===== config.mk =====
export PLATFORM = sky130hd
export DESIGN_NAME = watchdog_sleep_wake_control
export DESIGN_NICKNAME = d
export VERILOG_FILES = /design/src/rtl/_unused_marker.sv /design/src/rtl/wdt_pkg.sv /design/src/rtl/watchdog_sleep_wake_control.sv
export VERILOG_INCLUDE_DIRS = /design/src /design/src/rtl
export SDC_FILE = /design/constraint.sdc
export NUM_CORES = 1
export LEC_CHECK = 0
export ABC_AREA = 1
export BUFFER_PORTS_ARGS = -buffer_cell sky130_fd_sc_hd__buf_2
export CORE_ASPECT_RATIO = 0.9
export CORE_MARGIN = 2
export CORE_UTILIZATION = 36
export DETAILED_ROUTE_END_ITERATION = 8
export SYNTH_ARGS = -nofsm -noshare
export SYNTH_HDL_FRONTEND = slang
export SYNTH_SLANG_ARGS = --single-unit

===== constraint.sdc =====
create_clock -name pclk -period 2 [get_ports pclk]
set_input_delay 0.2 -clock pclk [delete_from_list [all_inputs] [get_ports pclk]]
set_output_delay 0.2 -clock pclk [all_outputs]
set_load 0.005 [all_outputs]

===== src/rtl/wdt_cfg.svh =====
// Register indices, field positions, reset values and counts for the watchdog and sleep controller
`ifndef WDT_CFG_SVH
`define WDT_CFG_SVH

// ---------------------------------------------------------------
// Register indices (byte address is four times the index)
// ---------------------------------------------------------------
`define STAT_IDX        14'h0003
`define OPT_IDX         14'h0081
`define VADDR_IDX       14'h0010
`define VDATA_IDX       14'h0011
`define ID_IDX          14'h2000
`define ID_MASK         14'h3ffc
`define CFG_IDX         14'h2007

// ---------------------------------------------------------------
// Field positions
// ---------------------------------------------------------------
`define OPT_PSA         3
`define OPT_RATE_HI     2
`define OPT_RATE_LO     0
`define CFG_DEBUG       7
`define CFG_CP_HI       5
`define CFG_CP_LO       4
`define CFG_WATCHDOG_ENABLE_CFG        2
`define STAT_TO         4
`define STAT_PD         3

// ---------------------------------------------------------------
// Reset values and sizes
// ---------------------------------------------------------------
`define OPT_RESET       8'hff
`define CFG_RESET       8'hff
`define CP_OFF          2'b11
`define PROG_WORDS      14'h2000
`define DEBUG_WORDS     14'h0100
`define WDT_BASE_DEF    16'h0400
`define NUM_WAKE        12

`endif


===== src/rtl/_unused_marker.sv =====
`timescale 1ns/100ps


===== src/rtl/wdt_pkg.sv =====
// Types shared by the watchdog and sleep controller
`default_nettype none

package wdt_pkg;

    // ---------------------------------------------------------------
    // Operating modes
    // ---------------------------------------------------------------
    typedef enum logic [0:0] {
        MODE_RUN   = 1'b0,
        MODE_SLEEP = 1'b1
    } mode_type;

    // ---------------------------------------------------------------
    // Whole state of the controller
    // ---------------------------------------------------------------
    typedef struct packed {
        mode_type          mode;
        logic [7:0]        option;
        logic [7:0]        cfg_word;
        logic [3:0][13:0]  id_word;
        logic [12:0]       verify_addr;
        logic [15:0]       wdt_base;
        logic [7:0]        wdt_post;
        logic [7:0]        tmr0_pre;
        logic              to_n;
        logic              pd_n;
        logic              wdt_reset;
        logic              device_reset;
        logic              wake;
        logic              vector;
        logic              tmr0_en;
        logic [31:0]       prdata;
        logic              pslverr;
        logic [13:0]       ser_shift;
        logic              ser_clk_q;
        logic              ser_load;
    } state_type;

endpackage

`default_nettype wire


===== src/rtl/watchdog_sleep_wake_control.sv =====
// Watchdog timer, shared prescaler and sleep/wake controller with APB register access
//
// Overview of operation
// - Watchdog counts ticks of its own oscillator, also while the core clock stops.
// - Expiry while running issues a full watchdog device reset.
// - Expiry while sleeping wakes the device and execution continues.
// - Every watchdog expiry without a master clear in the same cycle clears the active-low time-out flag, status bit 4.
// - Cleared enable bit 2 of configuration disables the watchdog; software cannot restore it.
// - One prescaler shared by watchdog and timer 0; bit 3 owner, bits 2..0 rate.
// - Clear-watchdog or sleep zeroes watchdog count, and postscaler when it owns it.
// - Clear-watchdog zeroes the prescaler count only while the watchdog owns it, and leaves the assignment bit alone.
// - Sleep entry clears watchdog, clears power-down, sets time-out, stops oscillator driver.
// - During sleep every I/O pin holds its previous drive state.
// - Master clear in sleep resets; watchdog or enabled interrupts wake instead.
// - Power-down flag is set at power-up and cleared by each sleep.
// - Only the twelve clock-free sources can wake; others are not connected.
// - A source wakes only with its own enable set, independent of global enable.
// - After wake the next instruction runs, then vector if global enable set.
// - Sleep with enabled interrupt already pending is a no-op, flags untouched.
// - Interrupt during or after sleep: sleep completes fully, then wakes at once.
// - Debug bit at 0 reserves two port pins, stack level, last 100h words.
// - Four ID words reachable only in program/verify mode; low four bits advised.
// - Program memory verify read allowed only while code protection is off.
// - Serial programming uses an external clock line and a two-way data line.
`timescale 1ns/100ps
`default_nettype none
`include "wdt_cfg.svh"

module watchdog_sleep_wake_control
    import wdt_pkg::*;
#(
    parameter logic [15:0] WDT_BASE_TICKS = `WDT_BASE_DEF
)
(
    input  wire logic                  pclk,                  // Core clock, 40 MHz
    input  wire logic                  presetn,               // Power-up reset, active low
    input  wire logic                  psel,                  // APB select
    input  wire logic                  penable,               // APB access phase
    input  wire logic                  pwrite,                // APB write
    input  wire logic [15:0]           paddr,                 // APB byte address
    input  wire logic [31:0]           pwdata,                // APB write data
    output logic      [31:0]           prdata,                // APB read data
    output logic                       pready,                // APB ready
    output logic                       pslverr,               // APB error
    input  wire logic                  wdt_osc_tick,          // Watchdog oscillator tick
    input  wire logic                  tmr0_src_tick,         // Timer 0 source tick
    output logic                       tmr0_count_en,         // Prescaled timer 0 count pulse
    input  wire logic                  clear_watchdog_instr,  // Clear-watchdog executed
    input  wire logic                  sleep_instr,           // Sleep executed
    input  wire logic                  global_irq_enable,     // Global interrupt enable
    input  wire logic [`NUM_WAKE-1:0]  irq_flag,              // Wake-capable interrupt flags
    input  wire logic [`NUM_WAKE-1:0]  irq_enable,            // Their enable bits
    input  wire logic                  master_clear_pin_n,    // Master clear, active low
    input  wire logic                  prog_mode,             // Program/verify mode
    input  wire logic [13:0]           prog_mem_rdata,        // Program memory read word
    output logic      [12:0]           prog_mem_addr,         // Program memory verify address
    output logic                       core_clk_en,           // Core clock gate
    output logic                       osc_driver_en,         // Main oscillator driver on
    output logic                       io_hold,               // Freeze pin drive states
    output logic                       wake_pulse,            // Wake-up from sleep
    output logic                       branch_to_vector,      // Vector after next instruction
    output logic                       wdt_reset,             // Watchdog device reset
    output logic                       device_reset,          // Master-clear device reset
    output logic                       time_out_flag_n,       // Time-out flag
    output logic                       power_down_flag_n,     // Power-down flag
    output logic                       debug_reserve,         // Debugger resources claimed
    output logic      [13:0]           debug_mem_base,        // First reserved program word
    input  wire logic                  serial_prog_clk,       // Programmer clock line
    input  wire logic                  serial_prog_data_in,   // Data line input
    output logic                       serial_prog_data_out,  // Data line output
    output logic                       serial_prog_data_oe_n  // Data line enable, low drives
);

    // ---------------------------------------------------------------
    // State and reset value
    // ---------------------------------------------------------------
    localparam state_type ST_RESET = '{
        mode:     MODE_RUN,
        option:   `OPT_RESET,
        cfg_word: `CFG_RESET,
        to_n:     1'b1,
        pd_n:     1'b1,
        default:  '0
    };

    state_type st;
    state_type next_st;

    logic [13:0] idx;
    logic        aligned;
    logic        hit_opt;
    logic        hit_cfg;
    logic        hit_stat;
    logic        hit_id;
    logic        hit_vaddr;
    logic        hit_vdata;
    logic        mapped;
    logic        access_wr;
    logic        verify_ok;
    logic        pending;
    logic        master_clear_pin;
    logic        wdt_on;
    logic        psa_wdt;
    logic [7:0]  wdt_mask;
    logic [7:0]  t0_mask;
    logic        base_wrap;
    logic        expire;
    logic        sleep_taken;
    logic        ser_rise;
    logic [31:0] rd_word;

    // ---------------------------------------------------------------
    // Decoded conditions
    // ---------------------------------------------------------------
    // Only wake-capable flags reach this block, so others stay inert
    assign pending   = |(irq_flag & irq_enable);
    assign master_clear_pin      = !master_clear_pin_n;
    assign wdt_on    = st.cfg_word[`CFG_WATCHDOG_ENABLE_CFG];
    assign psa_wdt   = st.option[`OPT_PSA];
    assign wdt_mask  = (8'h01 << st.option[`OPT_RATE_HI:`OPT_RATE_LO]) - 8'h01;
    assign t0_mask   = {wdt_mask[6:0], 1'b1};                    // Timer 0 ratio is twice the watchdog one
    // Base period counted in oscillator ticks, independent of core mode
    assign base_wrap = wdt_on && wdt_osc_tick
                       && (st.wdt_base == WDT_BASE_TICKS - 16'h0001);
    // A clear in the same cycle wins, so a late clear still prevents expiry
    assign expire    = base_wrap && (!psa_wdt || st.wdt_post == wdt_mask)
                       && !clear_watchdog_instr;
    assign sleep_taken = sleep_instr && (st.mode == MODE_RUN) && !pending
                         && !master_clear_pin && !expire;
    assign verify_ok = prog_mode && (st.cfg_word[`CFG_CP_HI:`CFG_CP_LO] == `CP_OFF);
    assign ser_rise  = serial_prog_clk && !st.ser_clk_q;

    // ---------------------------------------------------------------
    // APB address decode
    // ---------------------------------------------------------------
    assign idx       = paddr[15:2];
    assign aligned   = (paddr[1:0] == 2'b00);
    assign hit_opt   = aligned && (idx == `OPT_IDX);
    assign hit_cfg   = aligned && (idx == `CFG_IDX);
    assign hit_stat  = aligned && (idx == `STAT_IDX);
    assign hit_id    = aligned && ((idx & `ID_MASK) == `ID_IDX);
    assign hit_vaddr = aligned && (idx == `VADDR_IDX);
    assign hit_vdata = aligned && (idx == `VDATA_IDX);
    // Hidden locations answer like unmapped ones outside program mode
    assign mapped    = hit_opt || hit_cfg || hit_stat || hit_vaddr
                       || (hit_id && prog_mode) || (hit_vdata && verify_ok);
    assign access_wr = psel && penable && pwrite && !st.pslverr;

    // Read data mux, sampled at the setup phase
    always_comb begin
        rd_word = 32'h0;
        if (hit_opt) begin
            rd_word = {24'h0, st.option};
        end else if (hit_cfg) begin
            rd_word = {24'h0, st.cfg_word};
        end else if (hit_stat) begin
            rd_word[`STAT_TO] = st.to_n;
            rd_word[`STAT_PD] = st.pd_n;
        end else if (hit_id && prog_mode) begin
            rd_word = {18'h0, st.id_word[paddr[3:2]]};
        end else if (hit_vaddr) begin
            rd_word = {19'h0, st.verify_addr};
        end else if (hit_vdata && verify_ok) begin
            rd_word = {18'h0, prog_mem_rdata};
        end
    end

    // ---------------------------------------------------------------
    // Next-state logic
    // ---------------------------------------------------------------
    always_comb begin
        next_st              = st;
        next_st.wdt_reset    = 1'b0;
        next_st.device_reset = 1'b0;
        next_st.wake         = 1'b0;
        next_st.vector       = 1'b0;
        next_st.tmr0_en      = 1'b0;
        next_st.ser_load     = 1'b0;
        next_st.ser_clk_q    = serial_prog_clk;

        // Watchdog base counter and postscaler keep running in both modes
        if (!wdt_on) begin
            next_st.wdt_base = 16'h0;
            next_st.wdt_post = 8'h0;
        end else if (wdt_osc_tick) begin
            if (base_wrap) begin
                next_st.wdt_base = 16'h0;
                if (psa_wdt) begin
                    next_st.wdt_post = (st.wdt_post == wdt_mask) ? 8'h0 : st.wdt_post + 8'h01;
                end
            end else begin
                next_st.wdt_base = st.wdt_base + 16'h0001;
            end
        end

        // Clear-watchdog and a taken sleep restart the whole watchdog chain
        if (clear_watchdog_instr || sleep_taken) begin
            next_st.wdt_base = 16'h0;
            if (psa_wdt) begin
                next_st.wdt_post = 8'h0;
            end
        end

        // Timer 0 gets the prescaler only when the watchdog does not own it
        if (tmr0_src_tick) begin
            if (psa_wdt) begin
                next_st.tmr0_en = 1'b1;
            end else if (st.tmr0_pre == t0_mask) begin
                next_st.tmr0_pre = 8'h0;
                next_st.tmr0_en  = 1'b1;
            end else begin
                next_st.tmr0_pre = st.tmr0_pre + 8'h01;
            end
        end

        // Sleep and wake sequencing; master clear outranks everything
        case (st.mode)
            MODE_RUN: begin
                if (master_clear_pin) begin
                    next_st.device_reset = 1'b1;
                end else if (expire) begin
                    next_st.wdt_reset = 1'b1;
                    next_st.to_n      = 1'b0;
                end else if (sleep_taken) begin
                    next_st.mode = MODE_SLEEP;
                    next_st.pd_n = 1'b0;
                    next_st.to_n = 1'b1;
                end
            end
            MODE_SLEEP: begin
                if (master_clear_pin) begin
                    next_st.device_reset = 1'b1;
                    next_st.mode         = MODE_RUN;
                end else if (expire) begin
                    next_st.to_n   = 1'b0;
                    next_st.wake   = 1'b1;
                    next_st.vector = global_irq_enable;
                    next_st.mode   = MODE_RUN;
                end else if (pending) begin
                    // Sleep already completed its effects, so wake at once
                    next_st.wake   = 1'b1;
                    next_st.vector = global_irq_enable;
                    next_st.mode   = MODE_RUN;
                end
            end
            default: begin
                next_st.mode = MODE_RUN;
            end
        endcase

        // APB setup phase: capture answer so read data comes from flops
        if (psel && !penable) begin
            next_st.prdata  = rd_word;
            next_st.pslverr = !mapped;
        end

        // APB access phase: writes take effect here
        if (access_wr) begin
            if (hit_opt) begin
                next_st.option = pwdata[7:0];
            end
            if (hit_cfg && prog_mode) begin
                // Normal code cannot touch configuration, so a disabled watchdog stays off
                next_st.cfg_word = pwdata[7:0];
            end
            if (hit_id && prog_mode) begin
                next_st.id_word[paddr[3:2]] = pwdata[13:0];
            end
            if (hit_vaddr) begin
                next_st.verify_addr = pwdata[12:0];
                next_st.ser_load    = 1'b1;
            end
        end

        // Serial verify: word loaded one cycle after the address settles
        if (st.ser_load && verify_ok) begin
            next_st.ser_shift = prog_mem_rdata;
        end else if (ser_rise && verify_ok) begin
            next_st.ser_shift = {serial_prog_data_in, st.ser_shift[13:1]};
        end
    end

    // ---------------------------------------------------------------
    // State register
    // ---------------------------------------------------------------
    always_ff @(posedge pclk or negedge presetn) begin
        if (!presetn) begin
            st <= ST_RESET;
        end else begin
            st <= next_st;
        end
    end

    // ---------------------------------------------------------------
    // Outputs
    // ---------------------------------------------------------------
    // Zero-wait slave; answer was prepared in the setup cycle
    assign pready            = 1'b1;
    assign prdata            = st.prdata;
    assign pslverr           = st.pslverr;
    assign tmr0_count_en     = st.tmr0_en;
    assign core_clk_en       = (st.mode == MODE_RUN);
    assign osc_driver_en     = (st.mode == MODE_RUN);
    // Pad logic holds its latches; stopping the core alone would not freeze outputs
    assign io_hold           = (st.mode == MODE_SLEEP);
    assign wake_pulse        = st.wake;
    assign branch_to_vector  = st.vector;
    assign wdt_reset         = st.wdt_reset;
    assign device_reset      = st.device_reset;
    assign time_out_flag_n   = st.to_n;
    assign power_down_flag_n = st.pd_n;
    assign debug_reserve     = !st.cfg_word[`CFG_DEBUG];
    assign debug_mem_base    = `PROG_WORDS - `DEBUG_WORDS;
    assign prog_mem_addr     = st.verify_addr;
    assign serial_prog_data_out  = st.ser_shift[0];
    assign serial_prog_data_oe_n = !verify_ok;
endmodule

`default_nettype wire


==> impl_metrics.yaml, run 1 <==
clocking:
  clockRootBuffer: "clkbuf_16"
  numClockSinks: 156
  insertion_delay_ns: 0.42
  clockBufferDepth: 2
  cts_tree: "built"
  clk_pin_slew_worst_paths_ns: 0.07
  htreeDepth: 4
  cts_made_buffers: 17
place:
  place_congestion: 0.8396
  dp_hpwl_um: 16700
  io_buffers: 122
  placed_area_sq_um: 9509
timing:
  hold_viol: 0
  fmax_mhz: 515.6
  fin_crit_ns: 1.940
  fin_crit_sh_pct: 96.98
  final_max_slew_viol_count: 0
  relSlewSlack_pct: 63.62
  finalSetupViolCount: 0
  grt_setup_unrepaired: "true"
  worst_slew_pin_slew_ns: 0.5444
  skew_ns: 0.009415
floorplan:
  core_area_sq_um: 23480
  start_util_pct: 36.87
  ios: 174
  fp-row-count: 53
  die_x_um: 167.4
  die_y_um: 151.1
  dieArea_sq_um: 25300
grt:
  grt_max_degree: 62
  grtUsageTotal_pct: 18.62
  grt_pass1_vias: 7112
  antenna_found_initial: 0
  grt_overflow: 0
  grt_first_pass_wirelength_um: 37190
synthesis:
  async_flop_share_pct: 100.0
  synth.avg_cell_area_sq_um: 7.625
  ys_seq_elements: 156
  ys.flop_type: "dfrtp_1"
  synth_warnings: 0
  ys_seq_area_share_pct: 45.37
  synthCells: 1135
  synth_edf_count: 0
  syn_area_sq_um: 8655
  synthDistinctLibCells: 41
route:
  wl_per_cell_um: 14.63
  drt_iter0_drc: 542
  ant_nets: 0
  drt-pass1-iter-count: 8
  drcViolationCount: 22
  routed_wl_um: 23020
  vias: 7621
  via_per_inst: 4.845
setup_path:
  rr_worst_depth: 13
  worstPathArrival_ns: 2.28
  critPathRequiredTime_ns: 2.35
  endpoint_kind: "flip-flop"
  critPathKind: "reg -> reg"
  slowest_delay_ns: 0.61
  critical-path-slowest-cell: "dfstp_2"
  cpMostUsedCell: "nand2_4"
  crit_chain: "inv_2 -> nand2_4 -> nor2_1 -> nor2_2 -> nand2_2 -> nor2_4 -> nand2_4 -> nand2_4 -> nand3_1 -> nand2_1 -> nand2_1 -> buf_4 -> a21oi_1"
  crit_path_start_kind: "flip-flop"
  worstPathMaxFanout: 7
finish:
  area_delta_synth_final_pct: 18.10
  fin_area_sq_um: 10220
  fillers: 2390
  diodes: 0
  drive_gt1_share_pct: 20.85
  utilization_pct: 43.54
  nets: 1361
hold_path:
  hold_path_class: "in -> reg"
  holdPathStages: 3
power_and_ir_drop:
  powerDensity_nw_per_um2: 720.1
  ir_drop_v: 0.0005987
  p_total_w: 0.007360
  leakage_nw: 5.286
job:
  drv_cap: 0
run_status:
  status: "finished, violations left"
  failed_checks: "design-rule violations"
[Yosys cell counts (10+ instances only)]
cell | count | area, sq um
dfrtp_1 | 138 | 3453
a21oi_1 | 17 | 85.08
o21ai_1 | 46 | 230.2
inv_1 | 106 | 397.9
nor2_1 | 65 | 244.0
nand3_1 | 93 | 465.5
nand4_1 | 19 | 118.9
o21ai_0 | 107 | 535.5
nor3_1 | 22 | 110.1
nand2_1 | 295 | 1107
o22ai_1 | 24 | 150.1
xor2_1 | 18 | 157.7
buf_4 | 61 | 457.9
inv_2 | 10 | 37.54
dfstp_2 | 18 | 473.0
clkbuf_1 | 29 | 108.9
[routing by layer]
layer  track usage (%)  share of wire (%)  vias to the layer above
met5                 0                  0                        -
met4             4.565                1.0                        0
met3             3.188                6.3                       16
met2             28.05                 42                      229
met1             27.84                 51                     3522
li1                  -                  -                     3854
[path summary, 6_finish.rpt]
check / start / to / slack (ns)
min reg2reg: st[169] / st[169] / 0.47
max: st[167] / st[69] / 0.06
min in group asynchronous: presetn / st[140] / 0.27
min: prog_mem_rdata[9] / st[11] / 0.04
max reg2reg: st[167] / st[69] / 0.06
max in group asynchronous: presetn / power_down_flag_n / 0.97
[worst max-delay path: cells and delay by family, from the launching register on]
| family | cells | cell delay [ns] |
|---|---|---|
| AOI/OAI and AO/OA | 1 | 0.15 |
| buffers and inverters | 2 | 0.26 |
| DFF | 1 | 0.61 |
| and+or+nand+nor | 10 | 0.86 |
[registers in the layout, indices dropped and copies added (netlist names)]
| name | cells |
|---|---|
| branch_to_vector | 1 |
| device_reset | 1 |
| io_hold | 1 |
| power_down_flag_n | 1 |
| prdata | 14 |
| prog_mem_addr | 13 |
| psa_wdt | 1 |
| pslverr | 1 |
| serial_prog_data_out | 1 |
| st | 118 |
| time_out_flag_n | 1 |
| tmr0_count_en | 1 |
| wake_pulse | 1 |
| wdt_reset | 1 |
[kinds of logic (layout without fill, tap and decap cells)]
group                    after synthesis  after routing  share of synthesized area (%)
XOR/XNOR                              20             20                          2.024
other                                  2             33                        0.08678
adder cells (fa/ha/maj)                3              3                         0.4338
buffers and inverters                220            325                          12.61
flip-flops                           156            156                          45.37
AND/OR/NAND/NOR                      527            527                          26.75
AO/OA/AOI/OAI                        207            207                          12.74
[timing repair]
item | 4_1_cts | 5_1_grt
hold buffers | 4 | 0
resized for setup | 0 | 11
endpoints found under the hold margin | 34 | 0
setup buffers | 0 | 3
setup endpoints to repair | 0 | 28
[power breakdown]
| part | total [W] | switching [W] | internal (W) |
|---|---|---|---|
| Combinational | 0.000672 | 0.000421 | 0.000251 |
| Clock | 0.00335 | 0.00141 | 0.00194 |
| Sequential | 0.00333 | 0.0000862 | 0.00325 |
| Total | 0.00736 | 0.00192 | 0.00544 |
[layout make-up]
cell class / instances / area [sq um] / share of cell area, %
Timing Repair Buffer: 174 / 1071 / 10.48
Clock inverter: 13 / 152.6 / 1.493
Inverter: 119 / 446.7 / 4.370
Tap cell: 302 / 377.9 / 3.697
Sequential cell: 156 / 3926 / 38.41
Multi-Input combinational cell: 790 / 3794 / 37.12
Clock buffer: 19 / 452.9 / 4.431
[layout by cell type (no fill, tap or decap), types with 5 or more instances in the layout]
cell and n:
clkbuf_16 17, dfstp_2 18, o21ai_0 107, conb_1 33, nand3_1 92, inv_2 10
dfrtp_1 138, o22ai_1 24, a21oi_1 15, o21ai_1 46, buf_2 121, xor2_1 18
nand3_2 9, buf_4 43, nand2_1 293, nor2_1 64, nand2_4 5, inv_6 5
nand4_1 19, nor3_1 22, inv_1 106, nand2_2 7
[metrics by stage]
step,setup WS (ns),hold slack [ns],cells,TNS [ns]
2_1_floorplan,0.1645,-0.09559,1166,0
3_3_place_gp,0.08388,0.1606,1534,0
3_5_place_dp,-0.006141,0.1640,1534,-0.006141
4_1_cts,0.03627,0.02740,1570,0
5_1_grt,-0.08118,0.04347,1573,-1.785
6_report,0.06044,0.04096,1573,0
(Power assumes the default switching activity.)
==> inputs of run 2 (changes only) <==
--- a/config.mk
+++ b/config.mk
@@ -6,7 +6,7 @@
 export SDC_FILE = /design/constraint.sdc
 export NUM_CORES = 1
 export LEC_CHECK = 0
-export ABC_AREA = 1
+export ABC_AREA = 0
 export BUFFER_PORTS_ARGS = -buffer_cell sky130_fd_sc_hd__buf_2
 export CORE_ASPECT_RATIO = 0.9
 export CORE_MARGIN = 2
==> run 2 against run 1 <==
Net effect: the run now ends clean; first-iteration DRC count shrank 18%; clock power shrank 3%; die area shrank 5.6%; sequential power shrank 3%; sequential share of layout area shrank 0.072 points; clock skew shrank 0.0019 ns; wire length shrank 7.9%; global-route usage shrank 0.73 points; critical path type unchanged; critical endpoint is now st[86]; highest routed layer unchanged.
==> impl_metrics.yaml, run 2 <==
run_status:
  status: "finished, final reports clean"
setup_path:
  endpoint_kind: "flip-flop"
  crit_path_start_kind: "flip-flop"
  slowest_delay_ns: 0.54
  path_delay_family: "simple AND/OR/NAND/NOR gates"
  crit_chain: "nor4bb_4 -> nand3_1 -> buf_4 -> o21ai_4 -> nor4_4 -> buf_6 -> and3_1 -> a221o_1"
  critPathBufInv: 2
  critPathKind: "reg -> reg"
  worstPathMaxFanout: 7
  critPathRequiredTime_ns: 2.31
  critical-path-slowest-cell: "dfstp_2"
  worstPathArrival_ns: 2.29
place:
  placed_area_sq_um: 9389
  dp.cells: 1174
  dp_hpwl_um: 15340
  place_congestion: 0.8339
  io_buffers: 122
power_and_ir_drop:
  p_clk_share_pct: 46.6
  ir_drop_v: 0.0005748
  intPower_w: 0.005091
  p_switching_w: 0.001883
  p_sw_share_pct: 27.00
  seqPwrFrac_pct: 46.4
  combPwrFrac_pct: 7.0
  leakage_nw: 4.839
  powerDensity_nw_per_um2: 680.8
synthesis:
  synth.avg_cell_area_sq_um: 11.10
  ys_seq_area_share_pct: 48.14
  async_flop_share_pct: 100.0
  synthTopCellsByCount: "dfrtp_1 (138), mux2_2 (68), buf_4 (65), nor2_1 (57), nand2_1 (44)"
  synthDistinctLibCells: 67
  syn_area_sq_um: 8155
  ys.flop_type: "dfrtp_1"
  yosysMostFrequentCell: "dfrtp_1"
  ys_seq_elements: 156
  synth_top_cell_by_area: "dfrtp_1"
  synthDominantCellAreaShare_pct: 42.34
  synthCells: 735
  synth_warnings: 0
  synth_edf_count: 0
  netlist_top_cells_area: "dfrtp_1 (42%), mux2_2 (9.4%), buf_4 (6.0%), dfstp_2 (5.8%), mux4_2 (3.9%)"
timing:
  skew_ns: 0.007563
  fmax_mhz: 505.5
  worst_slew_pin_slew_ns: 0.5134
  final_max_slew_viol_count: 0
  fin_crit_ns: 1.978
  grt_setup_unrepaired: "true"
  relSlewSlack_pct: 65.78
  finalSetupViolCount: 0
  fin_crit_sh_pct: 98.92
  hold_viol: 0
route:
  vias: 6303
  drcViolationCount: 0
  routed_wl_um: 21200
  drt-pass1-iter-count: 5
  drt_iter0_drc: 446
  wl_per_cell_um: 17.43
  ant_nets: 0
  via_per_inst: 5.183
clocking:
  clockBufferDepth: 2
  cts_tree: "built"
  insertion_delay_ns: 0.43
  numClockSinks: 156
  cts_made_buffers: 17
  htreeDepth: 4
  clockRootBuffer: "clkbuf_16"
  clk_pin_slew_worst_paths_ns: 0.07
hold_path:
  hold_path_class: "in -> reg"
floorplan:
  ios: 174
  die_x_um: 162.7
  core_area_sq_um: 22380
  fp-row-count: 52
  dieArea_sq_um: 23870
  die_y_um: 146.8
  start_util_pct: 36.44
grt:
  grt_pass1_vias: 6017
  antenna_found_initial: 0
  grtUsageTotal_pct: 17.89
  grt_max_degree: 94
  grt_overflow: 0
  grt_first_pass_wirelength_um: 33250
finish:
  nets: 1009
  fin_area_sq_um: 10240
  final_common_cell: "dfrtp_1"
  diodes: 0
  largest_reg_flops: 118
  area_delta_synth_final_pct: 25.61
  largest_register: "st"
  fin_cells: 1216
  layout_common_cells: "dfrtp_1 (137), buf_2 (122), buf_4 (80), mux2_2 (59), nor2_1 (52)"
  fillers: 2129
  drive_gt1_share_pct: 42.22
job:
  drv_cap: 0
[run 2: per-layer routing]
layer / vias to the layer above / track usage (%) / wire, um
li1: 2953 / - / -
met5: - / 0 / 0
met3: 31 / 3.331 / 1158
met2: 198 / 25.87 / 9266
met1: 3121 / 26.87 / 10380
met4: 0 / 6.106 / 395
[run 2: through the flow]
step                setup TNS, ns  worst slack [ns]  total power [W]  hold WS (ns)  utilization (%)
detailed placement         -18.03           -0.3171         0.003765      -0.01423            41.95
finish                          0           0.02158         0.006973       0.03183            45.77
floorplan                  -6.845           -0.2082         0.003512      -0.09559                -
global route              -0.6634          -0.07355         0.007225       0.01985            45.77
CTS                       -0.1061          -0.02747         0.007047       0.01540            45.13
global placement           -14.08           -0.2437         0.003762      -0.01381            41.95
[run 2: cell families after synthesis]
logic type	after synthesis	synth area share [%]
simple gates	204	13.42
flops	156	48.14
compound gates	141	11.77
mux	109	16.75
buf+inv	109	8.177
xor+xnor	11	1.181
fa+ha+maj	3	0.4603
other cells	2	0.09209
[run 2: worst paths after layout]
| check | slack, ns | cells after the start | to | start |
|---|---|---|---|---|
| setup / recovery | 0.02 | 8 | st[86] | st[159] |
| hold / removal | 0.03 | 2 | tmr0_count_en | tmr0_src_tick |
| setup reg to reg | 0.02 | 8 | st[86] | st[159] |
| hold reg to reg | 0.48 | 1 | st[130] | st[130] |
| max in group asynchronous | 1.20 | 3 | st[171] | presetn |
| min in group asynchronous | 0.10 | 2 | device_reset | presetn |
[run 2: area by class of cell]
type	instances	area, sq um	area share, %
Clock buffer	17	425.4	4.153
Clock inverter	15	172.7	1.686
Inverter	16	60.06	0.5863
Multi-Input combinational cell	501	3900	38.07
Sequential cell	156	3928	38.34
Tap cell	297	371.6	3.628
Timing Repair Buffer	214	1386	13.53
[run 2: power groups by stage]
stage / Combinational [W] / Clock [W] / Sequential [W]
floorplan: 0.000233 / 0 / 0.00328
global placement: 0.000468 / 0 / 0.00329
detailed placement: 0.000471 / 0 / 0.00329
CTS: 0.000486 / 0.00333 / 0.00323
global route: 0.000542 / 0.00345 / 0.00324
finish: 0.000489 / 0.00325 / 0.00323
[run 2: repair_timing]
item	CTS	global route
gates cloned	1	1
buffers inserted	3	3
setup endpoints to repair	19	28
pin swaps	5	15
resized for setup	11	34
hold buffers	3	0
hold endpoints to repair	140	0
